File: src/verilog/erp_defs.vh
// Purpose: Constants for the region pointer register bank
// Assumes: Plain register port, 40 MHz clk_sys_i, 16-bit data
// Notes: Offsets are word indices on the register port
// Behaviour
// RULE_01 - Pointers split array into retention/endurance regions
// RULE_02 - Pointer four bits 10:2 start sector, ones
// RULE_03 - Pointer three bits 10:2 start sector, ones
// RULE_04 - Pointer four bit 1 region type, default 1
// RULE_05 - Pointer three bit 1 region type, default 1
// RULE_06 - Pointer four bit 0 low enable, default off
// RULE_07 - Pointer three bit 0 low enable, default off
// RULE_08 - Enabled pointer type spans to next pointer
`ifndef ERP_DEFS_VH
`define ERP_DEFS_VH

`define ERP_ADDR_W 4
`define ERP_DATA_W 16
`define ERP_PTR_W 11
`define ERP_SEC_W 9
`define ERP_IDX_W 3
`define ERP_NPTR 5

`define ERP_OFF_PTR4 4'h0
`define ERP_OFF_PTR3 4'h1
`define ERP_OFF_CTRL 4'h2
`define ERP_OFF_STAT 4'h3
`define ERP_OFF_QUERY 4'h4

`define ERP_SEC_MSB 10
`define ERP_SEC_LSB 2
`define ERP_TYPE_BIT 1
`define ERP_DIS_BIT 0

`define ERP_PTR_FACTORY 11'h7FF
`define ERP_QUERY_RESET 9'h000
`define ERP_DATA_ZERO 16'h0000

`define ERP_CTRL_ERASE 0
`define ERP_CTRL_LOCK 1
`define ERP_CTRL_CLRFAIL 2

`define ERP_STAT_FAIL 0
`define ERP_STAT_LOCK 1
`define ERP_STAT_HIT 2
`define ERP_STAT_TYPE 3
`define ERP_STAT_IDX_LSB 4
`define ERP_STAT_IDX_MSB 6

`define ERP_IDX_NONE 3'h7

`endif

File: src/verilog/erp_top.v
// Purpose: Region pointer registers four and three with region lookup
// Assumes: Pointers two to zero come from same-clock logic
// Notes: Writes only program ones to zeros; erase restores factory
`timescale 1ns/100ps
`include "erp_defs.vh"

module erp_top #(
	parameter DEFAULT_TYPE = 1'b1
) (
	input wire clk_sys_i,
	input wire resetn_i,
	input wire [`ERP_ADDR_W-1:0] reg_addr_i,
	input wire [`ERP_DATA_W-1:0] reg_wdata_i,
	input wire reg_wr_i,
	input wire reg_rd_i,
	output reg [`ERP_DATA_W-1:0] reg_rdata_o,
	input wire [`ERP_PTR_W-1:0] ptr2_word_i,
	input wire [`ERP_PTR_W-1:0] ptr1_word_i,
	input wire [`ERP_PTR_W-1:0] ptr0_word_i,
	input wire [`ERP_SEC_W-1:0] core_sector_i,
	output reg core_hit_o,
	output reg core_type_o,
	output reg [`ERP_IDX_W-1:0] core_idx_o,
	output reg [`ERP_SEC_W-1:0] ptr4_start_sector_o,
	output reg ptr4_region_type_o,
	output reg ptr4_enable_bit_o,
	output reg [`ERP_SEC_W-1:0] ptr3_start_sector_o,
	output reg ptr3_region_type_o,
	output reg ptr3_enable_bit_o
);

	// Stored pointer words
	reg [`ERP_PTR_W-1:0] region_pointer_four_q;
	reg [`ERP_PTR_W-1:0] region_pointer_four_d;
	reg [`ERP_PTR_W-1:0] region_pointer_three_q;
	reg [`ERP_PTR_W-1:0] region_pointer_three_d;

	// Control and status
	reg lock_q;
	reg lock_d;
	reg fail_q;
	reg fail_d;
	reg [`ERP_SEC_W-1:0] query_q;
	reg [`ERP_SEC_W-1:0] query_d;

	wire [`ERP_PTR_W-1:0] wdata_ptr;
	wire wr_ptr4;
	wire wr_ptr3;
	wire wr_ctrl;
	wire wr_query;
	wire erase_req;
	wire clrfail_req;
	wire bad_prog4;
	wire bad_prog3;
	wire locked_hit;
	wire fail_set;

	wire [`ERP_NPTR*`ERP_PTR_W-1:0] ptr_bus;
	wire q_hit;
	wire q_type;
	wire [`ERP_IDX_W-1:0] q_idx;
	wire c_hit;
	wire c_type;
	wire [`ERP_IDX_W-1:0] c_idx;

	reg [`ERP_DATA_W-1:0] rdata_d;

	function bit_raise;
		input [`ERP_PTR_W-1:0] old_w;
		input [`ERP_PTR_W-1:0] new_w;
		begin
			bit_raise = |(new_w & ~old_w);
		end
	endfunction

	// Register port decode
	assign wdata_ptr = reg_wdata_i[`ERP_PTR_W-1:0];
	assign wr_ptr4 = reg_wr_i && (reg_addr_i == `ERP_OFF_PTR4);
	assign wr_ptr3 = reg_wr_i && (reg_addr_i == `ERP_OFF_PTR3);
	assign wr_ctrl = reg_wr_i && (reg_addr_i == `ERP_OFF_CTRL);
	assign wr_query = reg_wr_i && (reg_addr_i == `ERP_OFF_QUERY);
	assign erase_req = wr_ctrl && reg_wdata_i[`ERP_CTRL_ERASE];
	assign clrfail_req = wr_ctrl && reg_wdata_i[`ERP_CTRL_CLRFAIL];

	// Nonvolatile cells can only be programmed towards zero
	assign bad_prog4 = wr_ptr4 && bit_raise(region_pointer_four_q, wdata_ptr);
	assign bad_prog3 = wr_ptr3 && bit_raise(region_pointer_three_q, wdata_ptr);
	assign locked_hit = lock_q && (wr_ptr4 || wr_ptr3 || erase_req);
	assign fail_set = bad_prog4 || bad_prog3 || locked_hit;

	// Pointer word update
	always @* begin
		region_pointer_four_d = region_pointer_four_q;
		region_pointer_three_d = region_pointer_three_q;
		if (!lock_q) begin
			if (erase_req) begin
				region_pointer_four_d = `ERP_PTR_FACTORY; // see RULE_02
				region_pointer_three_d = `ERP_PTR_FACTORY; // see RULE_03
			end else if (wr_ptr4) begin
				region_pointer_four_d = region_pointer_four_q & wdata_ptr; // see RULE_02
			end else if (wr_ptr3) begin
				region_pointer_three_d = region_pointer_three_q & wdata_ptr; // see RULE_03
			end
		end
	end

	// Control, fail flag and query sector
	always @* begin
		lock_d = lock_q;
		fail_d = fail_q;
		query_d = query_q;
		if (wr_ctrl && reg_wdata_i[`ERP_CTRL_LOCK]) begin
			lock_d = 1'b1;
		end
		if (fail_set) begin
			fail_d = 1'b1;
		end else if (clrfail_req) begin
			fail_d = 1'b0;
		end
		if (wr_query) begin
			query_d = reg_wdata_i[`ERP_SEC_W-1:0];
		end
	end

	always @(posedge clk_sys_i) begin
		if (!resetn_i) begin
			region_pointer_four_q <= `ERP_PTR_FACTORY; // see RULE_04
			region_pointer_three_q <= `ERP_PTR_FACTORY; // see RULE_05
			lock_q <= 1'b0;
			fail_q <= 1'b0;
			query_q <= `ERP_QUERY_RESET;
		end else begin
			region_pointer_four_q <= region_pointer_four_d;
			region_pointer_three_q <= region_pointer_three_d;
			lock_q <= lock_d;
			fail_q <= fail_d;
			query_q <= query_d;
		end
	end

	// All five pointers feed the lookups, pointer 0 lowest
	assign ptr_bus = {region_pointer_four_q, region_pointer_three_q,
		ptr2_word_i, ptr1_word_i, ptr0_word_i}; // see RULE_01

	erp_region_lookup #(
		.DEFAULT_TYPE(DEFAULT_TYPE)
	) u_query_lookup (
		.ptrs_i(ptr_bus),
		.sector_i(query_q),
		.hit_o(q_hit),
		.type_o(q_type),
		.idx_o(q_idx)
	);

	erp_region_lookup #(
		.DEFAULT_TYPE(DEFAULT_TYPE)
	) u_core_lookup (
		.ptrs_i(ptr_bus),
		.sector_i(core_sector_i),
		.hit_o(c_hit),
		.type_o(c_type),
		.idx_o(c_idx)
	);

	// Read mux, unmapped reads return zero
	always @* begin
		rdata_d = `ERP_DATA_ZERO;
		case (reg_addr_i)
			`ERP_OFF_PTR4: begin
				rdata_d[`ERP_PTR_W-1:0] = region_pointer_four_q;
			end
			`ERP_OFF_PTR3: begin
				rdata_d[`ERP_PTR_W-1:0] = region_pointer_three_q;
			end
			`ERP_OFF_CTRL: begin
				rdata_d[`ERP_CTRL_LOCK] = lock_q;
			end
			`ERP_OFF_STAT: begin
				rdata_d[`ERP_STAT_FAIL] = fail_q;
				rdata_d[`ERP_STAT_LOCK] = lock_q;
				rdata_d[`ERP_STAT_HIT] = q_hit;
				rdata_d[`ERP_STAT_TYPE] = q_type; // see RULE_08
				rdata_d[`ERP_STAT_IDX_MSB:`ERP_STAT_IDX_LSB] = q_idx;
			end
			`ERP_OFF_QUERY: begin
				rdata_d[`ERP_SEC_W-1:0] = query_q;
			end
			default: begin
				rdata_d = `ERP_DATA_ZERO;
			end
		endcase
	end

	// Registered outputs
	always @(posedge clk_sys_i) begin
		if (!resetn_i) begin
			reg_rdata_o <= `ERP_DATA_ZERO;
			core_hit_o <= 1'b0;
			core_type_o <= DEFAULT_TYPE;
			core_idx_o <= `ERP_IDX_NONE;
			ptr4_start_sector_o <= {`ERP_SEC_W{1'b1}};
			ptr4_region_type_o <= 1'b1;
			ptr4_enable_bit_o <= 1'b0;
			ptr3_start_sector_o <= {`ERP_SEC_W{1'b1}};
			ptr3_region_type_o <= 1'b1;
			ptr3_enable_bit_o <= 1'b0;
		end else begin
			reg_rdata_o <= reg_rd_i ? rdata_d : `ERP_DATA_ZERO;
			core_hit_o <= c_hit; // see RULE_08
			core_type_o <= c_type;
			core_idx_o <= c_idx;
			ptr4_start_sector_o <= region_pointer_four_q[`ERP_SEC_MSB:`ERP_SEC_LSB]; // see RULE_02
			ptr4_region_type_o <= region_pointer_four_q[`ERP_TYPE_BIT]; // see RULE_04
			ptr4_enable_bit_o <= ~region_pointer_four_q[`ERP_DIS_BIT]; // see RULE_06
			ptr3_start_sector_o <= region_pointer_three_q[`ERP_SEC_MSB:`ERP_SEC_LSB]; // see RULE_03
			ptr3_region_type_o <= region_pointer_three_q[`ERP_TYPE_BIT]; // see RULE_05
			ptr3_enable_bit_o <= ~region_pointer_three_q[`ERP_DIS_BIT]; // see RULE_07
		end
	end

endmodule

File: src/verilog/erp_region_lookup.v
// Purpose: Finds the region that governs one sector
// Assumes: Pointer words packed pointer 0 in the low bits
// Notes: Purely combinational; ties go to the higher pointer
`timescale 1ns/100ps
`include "erp_defs.vh"

module erp_region_lookup #(
	parameter DEFAULT_TYPE = 1'b1
) (
	input wire [`ERP_NPTR*`ERP_PTR_W-1:0] ptrs_i,
	input wire [`ERP_SEC_W-1:0] sector_i,
	output reg hit_o,
	output reg type_o,
	output reg [`ERP_IDX_W-1:0] idx_o
);

	function ptr_enabled;
		input [`ERP_PTR_W-1:0] w;
		begin
			ptr_enabled = ~w[`ERP_DIS_BIT]; // see RULE_06
		end
	endfunction

	function [`ERP_SEC_W-1:0] ptr_start;
		input [`ERP_PTR_W-1:0] w;
		begin
			ptr_start = w[`ERP_SEC_MSB:`ERP_SEC_LSB];
		end
	endfunction

	integer i;
	reg [`ERP_PTR_W-1:0] w;
	reg [`ERP_SEC_W-1:0] best;

	// Nearest enabled start at or below the sector wins
	always @* begin
		hit_o = 1'b0;
		type_o = DEFAULT_TYPE;
		idx_o = `ERP_IDX_NONE;
		best = {`ERP_SEC_W{1'b0}};
		w = {`ERP_PTR_W{1'b0}};
		for (i = 0; i < `ERP_NPTR; i = i + 1) begin
			w = ptrs_i[i*`ERP_PTR_W +: `ERP_PTR_W];
			if (ptr_enabled(w) && ptr_start(w) <= sector_i &&
				(!hit_o || ptr_start(w) >= best)) begin // see RULE_08
				hit_o = 1'b1;
				best = ptr_start(w);
				type_o = w[`ERP_TYPE_BIT]; // see RULE_04
				idx_o = i[`ERP_IDX_W-1:0];
			end
		end
	end

endmodule

File: config.mk
export PLATFORM = sky130hd
export DESIGN_NAME = erp_top
export DESIGN_NICKNAME = d
export VERILOG_FILES = /design/src/verilog/erp_top.v /design/src/verilog/erp_region_lookup.v
export VERILOG_INCLUDE_DIRS = /design/src /design/src/verilog
export SDC_FILE = /design/constraint.sdc
export NUM_CORES = 1
export LEC_CHECK = 0
export ABC_AREA = 1
export BUFFER_PORTS_ARGS = -buffer_cell sky130_fd_sc_hd__buf_2
export CORE_MARGIN = 8
export CORE_UTILIZATION = 60
export DETAILED_ROUTE_END_ITERATION = 8
export PLACE_DENSITY = 0.83
export SLEW_MARGIN = 20
export SYNTH_ARGS = -nofsm -noshare
export SYNTH_HDL_FRONTEND = slang
export SYNTH_SLANG_ARGS = --single-unit
File: constraint.sdc
create_clock -name clk_sys_i -period 20.7 [get_ports clk_sys_i]
set_input_delay 2.07 -clock clk_sys_i [delete_from_list [all_inputs] [get_ports clk_sys_i]]
set_output_delay 2.07 -clock clk_sys_i [all_outputs]
set_load 0.02 [all_outputs]
==> key figures, run 1 <==
Yosys
  – Synth warn: 0
  – Largest family of logic cells by synthesized area: simple AND/OR/NAND/NOR gates
  – XOR/XNOR Fraction of Synth Area: 0
  – Simple-gate share of the synthesized area: 0.270
  – Synth Area in Compound Gates: 0.183
  – Post-synthesis adder-cell area fraction: 0.265
  – Mapped Area: 0.00766 sq mm
  – Mapped Cells: 1104
  – Syn avg cell area: about 6.9 sq um
  – Mux contribution to synthesized area: 0
  – Yosys cell types: 42
  – Register area share after synthesis: 0.186
  – Yosys reg bits: 71

STA
  – RSZ-0062 raised after global routing: no
  – Final Slew Violations: 0
  – Final clock skew: around 5.4 ps
  – Final setup violation count: 0
  – Hold slack: around 460 ps
  – Final period util: 0.455
  – Fmax: 0.106 GHz
  – Final Hold Fails: 0
  – Relative slew slack: 0.478
  – Post-layout min period: approximately 9400 ps
  – Post-route setup TNS: 0 ps
  – Final worst slack: ~11000 ps
  – Actual slew at the worst max-slew pin: between 700 and 800 ps

Pwr
  – Maximum vdd ir drop: just under 80 uV
  – Leakage power: 4.32 nW
  – Overall power: ~0.44 mW
  – Pwr dens: about 52 mW/mm^2

Detailed routing
  – First DRT Iteration DRCs: between 600 and 700
  – DR WL/cell: 17.1 microns
  – # DRC: 0
  – Vias per inst: between 5 and 6
  – WL final: 23.5 mm
  – Vias: around 8000
  – Antenna Nets Post-Route: 0
  – TritonRoute pass-1 iters: 5

Place
  – GPL Wtd Cong: about 1
  – Dpl hpwl: 18.1 mm
  – Pre-CTS setup slack: 11160 ps
  – # port buffers: 98

Setup path
  – CP dominant cell by count: nand2_1
  – Slowest CP cell: nand2_1
  – Worst reg2reg setup slack: 12520 ps
  – CP Capture Type: flop
  – Required @ worst endpoint: 20900 ps
  – Largest fanout on the critical path: 21
  – Max incr delay on CP: 580 ps
  – Worst Path Arrival: roughly 9600 ps
  – Critical path class: in -> reg
  – Type of origin of the critical path: input port

CTS
  – Hold-fix buffers at CTS: 0
  – Post-CTS sizing: 0
  – Sink Count: 71
  – Worst-Skew Late Latency: 330 ps
  – Root Buffer: clkbuf_16
  – Post-CTS setup buffer count: 0
  – Cts bufs inserted: 9
  – Clock transition at the registers of the reported paths: 60 ps
  – TritonCTS clock tree: done
  – H-tree depth: 3
  – CTS Buffer Depth: 2

Final layout
  – # fillers: 1127
  – Commonest non-fill, non-tap cell in the layout: nand2_1
  – Most frequent cells in the layout: nand2_1 (283), ha_1 (162), inv_1 (144), buf_2 (98), a21oi_1 (91)
  – Share of cells above drive strength 1: 0.153
  – Fin nets: 1423
  – FF/Latch Area: about 0.0014 sq mm
  – ANT cells: 0
  – Util after Layout: 0.676
  – Area Growth Syn to Fin: 10.9%
  – Multi-input logic area: 0.00552 sq mm

Floorplan
  – Die ar.: about 0.017 sq mm
  – Row Count: 41
  – Initial core utilization: 0.609
  – # IOs: 109
  – Die Span X: 129 microns
  – Die span in y: 129 microns
  – Core area: 0.0126 sq mm

GRT
  – Total gr overflow: 0
  – Vias in the first global route: between 7000 and 8000
  – Largest net degree at the start of global routing: 34
  – Antenna violations before repair: 0
  – First-pass GRT wire length: 37.2 mm
  – All-Layer GR Usage: 0.286

Run
  – MaxCap Viol Count: 0

Min path
  – Worst min path class: reg -> reg

Outcome
  – Status: completed
cells in the mapped netlist:
cell type / n / area (sq um)
clkbuf_1: 9 / 33.8
nand2_2: 17 / 106
a22oi_1: 1 / 7.51
inv_1: 144 / 541
nor3_1: 14 / 70.1
o21ai_2: 37 / 324
buf_4: 8 / 60.1
buf_6: 3 / 33.8
nor3b_1: 2 / 15.0
o21ai_1: 9 / 45.0
nor3_2: 1 / 10.0
inv_2: 2 / 7.51
nand2_4: 4 / 45.0
clkinv_8: 1 / 16.3
a21o_1: 5 / 37.5
o21ai_4: 1 / 16.3
buf_2: 1 / 5.00
nor4_2: 2 / 25.0
buf_12: 1 / 20.0
nand3b_1: 17 / 128
o21a_1: 5 / 37.5
nor2_2: 2 / 12.5
or2_2: 1 / 6.26
nor2_1: 65 / 244
a21oi_1: 91 / 455
o31a_1: 1 / 8.76
nand3_1: 34 / 170
o21ai_0: 51 / 255
nand3_2: 2 / 20.0
o31ai_1: 1 / 7.51
dfxtp_1: 71 / 1420
o211ai_1: 4 / 30.0
o22ai_1: 14 / 87.6
nand4_1: 25 / 156
conb_1: 1 / 3.75
a211oi_1: 1 / 7.51
nand2_1: 283 / 1060
buf_8: 1 / 15.0
a31oi_1: 1 / 6.26
o2111ai_1: 4 / 35.0
ha_1: 162 / 2030
a221oi_1: 5 / 43.8
critical path: cells and delay by family:
family / cells / cell delay (ps)
and+or+nand+nor: 30 / 3880
AOI/OAI and AO/OA: 13 / 1670
adders and majority gates: 5 / 1570
buffers and inverters: 4 / 410
through the flow:
step                      instances  area [sq um]
after floorplan                1108          7670
after global placement         1356          8220
after detailed placement       1356          8220
after CTS                      1372          8500
after global routing           1372          8500
final                          1372          8500
metal layers:
metal  up-vias  track usage  share of wire
li1       3912            -              -
met1      3611        0.351           0.41
met2       397        0.478           0.46
met3        83       0.0575          0.098
met4         0        0.119          0.035
met5         -            0              0
flip-flops by register name (all words and copies together), names as in the netlist:
register / flops
core_idx_o: 3
ptr4_region_type_o: 1
core_type_o: 1
fail_q: 1
ptr3_start_sector_o: 9
ptr4_start_sector_o: 9
ptr3_enable_bit_o: 1
region_pointer_three_q: 11
core_hit_o: 1
reg_rdata_o: 11
lock_q: 1
ptr3_region_type_o: 1
query_q: 9
region_pointer_four_q: 11
ptr4_enable_bit_o: 1
final timing paths:
check	startpoint	end	depth (start not counted)
max	ptr0_word_i[6]	reg_rdata_o[3]	52
min	region_pointer_four_q[2]	region_pointer_four_q[2]	2
max reg2reg	query_q[8]	reg_rdata_o[3]	49
min reg2reg	region_pointer_four_q[2]	region_pointer_four_q[2]	2
cell type report:
cell class | count | share of cell area
Timing Repair Buffer | 99 | 0.0586
Inverter | 147 | 0.0664
Clock buffer | 12 | 0.0302
Sequential cell | 71 | 0.167
Multi-Input combinational cell | 867 | 0.650
Tap cell | 172 | 0.0253
Clock inverter | 4 | 0.00236
where the power goes:
part	total, mW	internal, mW	switching, mW
clock network	0.141	0.0867	0.0540
registers	0.143	0.140	0.00329
logic	0.155	0.0570	0.0978
cell families (layout without fill, tap and decap cells):
family          after synthesis  in the layout
buf+inv                     170            262
compound gates              231            231
fa+ha+maj                   162            162
simple gates                469            469
other cells                   1              5
flops                        71             71
No activity file was read; power rests on OpenSTA's default activity.
==> inputs of run 2 (changes only) <==
==> constraint.sdc (replaced) <==
create_clock -name clk_sys_i -period 9.8 [get_ports clk_sys_i]
set_input_delay 0.98 -clock clk_sys_i [delete_from_list [all_inputs] [get_ports clk_sys_i]]
set_output_delay 0.98 -clock clk_sys_i [all_outputs]
set_load 0.02 [all_outputs]
==> run 2 against run 1 <==
Compared with the run above: largest cell class unchanged; utilization fell by 0.14 points; highest routed layer unchanged; non-clock buffer count unchanged; flip-flop and latch count stayed put.
==> key figures, run 2 (synthesis results as in run 1) <==
Final layout
  – # fillers: 1135 (was 1127)
  – Non-Filler Instances: 1371 (was 1372)
  – Fin nets: 1423 (unchanged)
  – Commonest non-fill, non-tap cell in the layout: nand2_1 (unchanged)
  – Share of cells above drive strength 1: 0.150 (was 0.153)
  – Area Growth Syn to Fin: 10.7% (was 10.9%)
  – Most frequent cells in the layout: nand2_1 (283), ha_1 (162), inv_1 (144), buf_2 (98), a21oi_1 (91) (unchanged)
  – ANT cells: 0 (unchanged)
  – Largest regs: reg_rdata_o (11), region_pointer_four_q (11), region_pointer_three_q (11) (unchanged)

Pwr
  – P_int: 0.593 mW (was 0.284 mW)
  – Clock group share of total power: 0.313 (was 0.321)
  – Register share of total power: 0.330 (was 0.327)
  – Pwr dens: 109 mW/mm^2 (was 51.7 mW/mm^2)
  – Switch share: 0.355 (was 0.353)
  – Maximum vdd ir drop: 168 uV (was 78.1 uV)
  – Comb power frac: 0.357 (was 0.353)
  – Net Sw Power: 0.327 mW (was 0.155 mW)
  – Leakage power: 4.31 nW (was 4.32 nW)

Run
  – MaxCap Viol Count: 0 (unchanged)

GRT
  – Largest net degree at the start of global routing: 34 (unchanged)
  – Vias in the first global route: 7474 (was 7635)
  – First-pass GRT wire length: 36.7 mm (was 37.2 mm)
  – Antenna violations before repair: 0 (unchanged)
  – All-Layer GR Usage: 0.283 (was 0.286)
  – Total gr overflow: 0 (unchanged)

Detailed routing
  – Antenna Nets Post-Route: 0 (unchanged)
  – TritonRoute pass-1 iters: 6 (was 5)
  – First DRT Iteration DRCs: 711 (was 676)
  – Vias: 7900 (was 8003)
  – Vias per inst: 5.76 (was 5.83)
  – DR WL/cell: 17.1 microns (about the same)
  – Highest metal used: met4 (unchanged)
  – WL final: 23.5 mm (about the same)
  – # DRC: 0 (unchanged)
  – Met3 wire len: 2.29 mm (was 2.31 mm)
  – DRT met1 WL: 9.72 mm (was 9.51 mm)
  – Routed wl met2: 10.7 mm (was 10.8 mm)

Floorplan
  – Core area: 0.0126 sq mm (unchanged)
  – Die ar.: 0.0166 sq mm (unchanged)
  – Initial core utilization: 0.609 (unchanged)
  – Die span in y: 129 microns (unchanged)
  – Row Count: 41 (unchanged)
  – # IOs: 109 (unchanged)
  – Die Span X: 129 microns (unchanged)

STA
  – Final Hold Fails: 0 (unchanged)
  – Post-route setup TNS: 0 ps (unchanged)
  – Final period util: 0.839
  – Post-layout min period: 8220 ps
  – Fmax: 0.122 GHz
  – Relative slew slack: 0.482 (was 0.478)
  – RSZ-0062 raised after global routing: no (unchanged)
  – Final setup violation count: 0 (unchanged)
  – Actual slew at the worst max-slew pin: 775 ps (was 781 ps)
  – Final clock skew: 7.04 ps (was 5.44 ps)
  – Final Slew Violations: 0 (unchanged)

CTS
  – Worst-Skew Late Latency: 340 ps (was 330 ps)
  – Root Buffer: clkbuf_16 (unchanged)
  – Post-CTS setup buffer count: 0 (unchanged)
  – CTS Buffer Depth: 2 (unchanged)
  – TritonCTS clock tree: done (unchanged)
  – Sink Count: 71 (unchanged)
  – Post-CTS sizing: 0 (unchanged)
  – H-tree depth: 3 (unchanged)
  – Clock transition at the registers of the reported paths: 50 ps (was 60 ps)
  – Hold-fix buffers at CTS: 0 (unchanged)
  – Cts bufs inserted: 9 (unchanged)

Setup path
  – Worst reg2reg setup slack: 1770 ps (was 12520 ps)
  – CP dominant cell by count: nand2_1 (unchanged)
  – Type of origin of the critical path: input port (unchanged)
  – Largest fanout on the critical path: 21 (unchanged)
  – Max incr delay on CP: 340 ps (was 580 ps)
  – Slowest CP cell: o21ai_1 (was nand2_1)
  – Required @ worst endpoint: 10030 ps (was 20900 ps)
  – Worst Path Arrival: 8450 ps (was 9610 ps)
  – R2R Path End: reg_rdata_o[6] (was reg_rdata_o[3])
  – Reg-to-Reg Start: query_q[8] (unchanged)
  – R2R depth: 47 (was 49)
  – Crit. Startpoint: core_sector_i[8] (was ptr0_word_i[6])
  – CP endpoint: core_type_o (was reg_rdata_o[3])
  – Critical path class: in -> reg (unchanged)
  – CP Capture Type: flop (unchanged)

Place
  – Placed Cells: 1356 (unchanged)
  – # port buffers: 98 (unchanged)
  – Dpl hpwl: 18.3 mm (was 18.1 mm)
  – GPL Wtd Cong: 1.00 (was 0.980)

Outcome
  – Status: completed (unchanged)

Min path
  – Worst min path class: reg -> reg (unchanged)
==> run 2: changes by cell type in the layout (fill, tap and decap cells not counted), sizes merged <==
cell	before	now
clkbuf	12	14
clkinv	5	2
==> run 2: layer usage <==
| metal | up-vias | global-route usage |
|---|---|---|
| li1 | 3912 | - |
| met1 | 3502 | 0.351 |
| met2 | 408 | 0.461 |
| met3 | 78 | 0.0699 |
| met4 | 0 | 0.108 |
| met5 | - | 0 |
==> run 2: worst min-delay path by stage <==
stage                              start                       end  slack [ps]  cells past startpoint
4_1_cts         region_pointer_four_q[2]  region_pointer_four_q[2]         460                      2
5_1_grt         region_pointer_four_q[2]  region_pointer_four_q[2]         500                      2
6_report        region_pointer_four_q[2]  region_pointer_four_q[2]         460                      2
3_3_place_gp    region_pointer_four_q[2]  region_pointer_four_q[2]         440                      2
2_1_floorplan  region_pointer_three_q[0]         ptr3_enable_bit_o         430                      1
3_5_place_dp    region_pointer_four_q[2]  region_pointer_four_q[2]         450                      2
==> run 2: per-stage QoR <==
stage	cell area, sq um	hold slack, ps	utilization	setup WS [ps]	power, mW
after global routing	8480	499	0.675	635	0.984
after global placement	8220	444	0.654	1470	0.619
after floorplan	7670	426	-	2640	0.546
after CTS	8480	457	0.675	1700	0.917
after detailed placement	8220	450	0.654	1380	0.630
final	8480	457	0.675	1580	0.920
==> run 2: power by group through the flow <==
stage | Sequential (mW) | Clock, mW | Combinational [mW]
2_1_floorplan | 0.312 | 0 | 0.234
3_3_place_gp | 0.308 | 0 | 0.311
3_5_place_dp | 0.309 | 0 | 0.321
4_1_cts | 0.303 | 0.290 | 0.325
5_1_grt | 0.303 | 0.304 | 0.376
6_report | 0.303 | 0.288 | 0.329
==> run 2: layout make-up <==
type	count	area [sq um]	area share
clock inverters	1	5.00	0.000590
well taps	172	215	0.0254
clock buffers	14	254	0.0300
inverters	147	564	0.0665
repair buffers	99	498	0.0587
multi-input cells	867	5520	0.651
flip-flops and latches	71	1420	0.168
==> run 2: critical path, delay by kind of cell <==
kind / cells / cell delay [ps]
adders and majority gates: 5 / 1580
AOI/OAI and AO/OA: 12 / 1820
and+or+nand+nor: 33 / 3120
buffers and inverters: 9 / 930
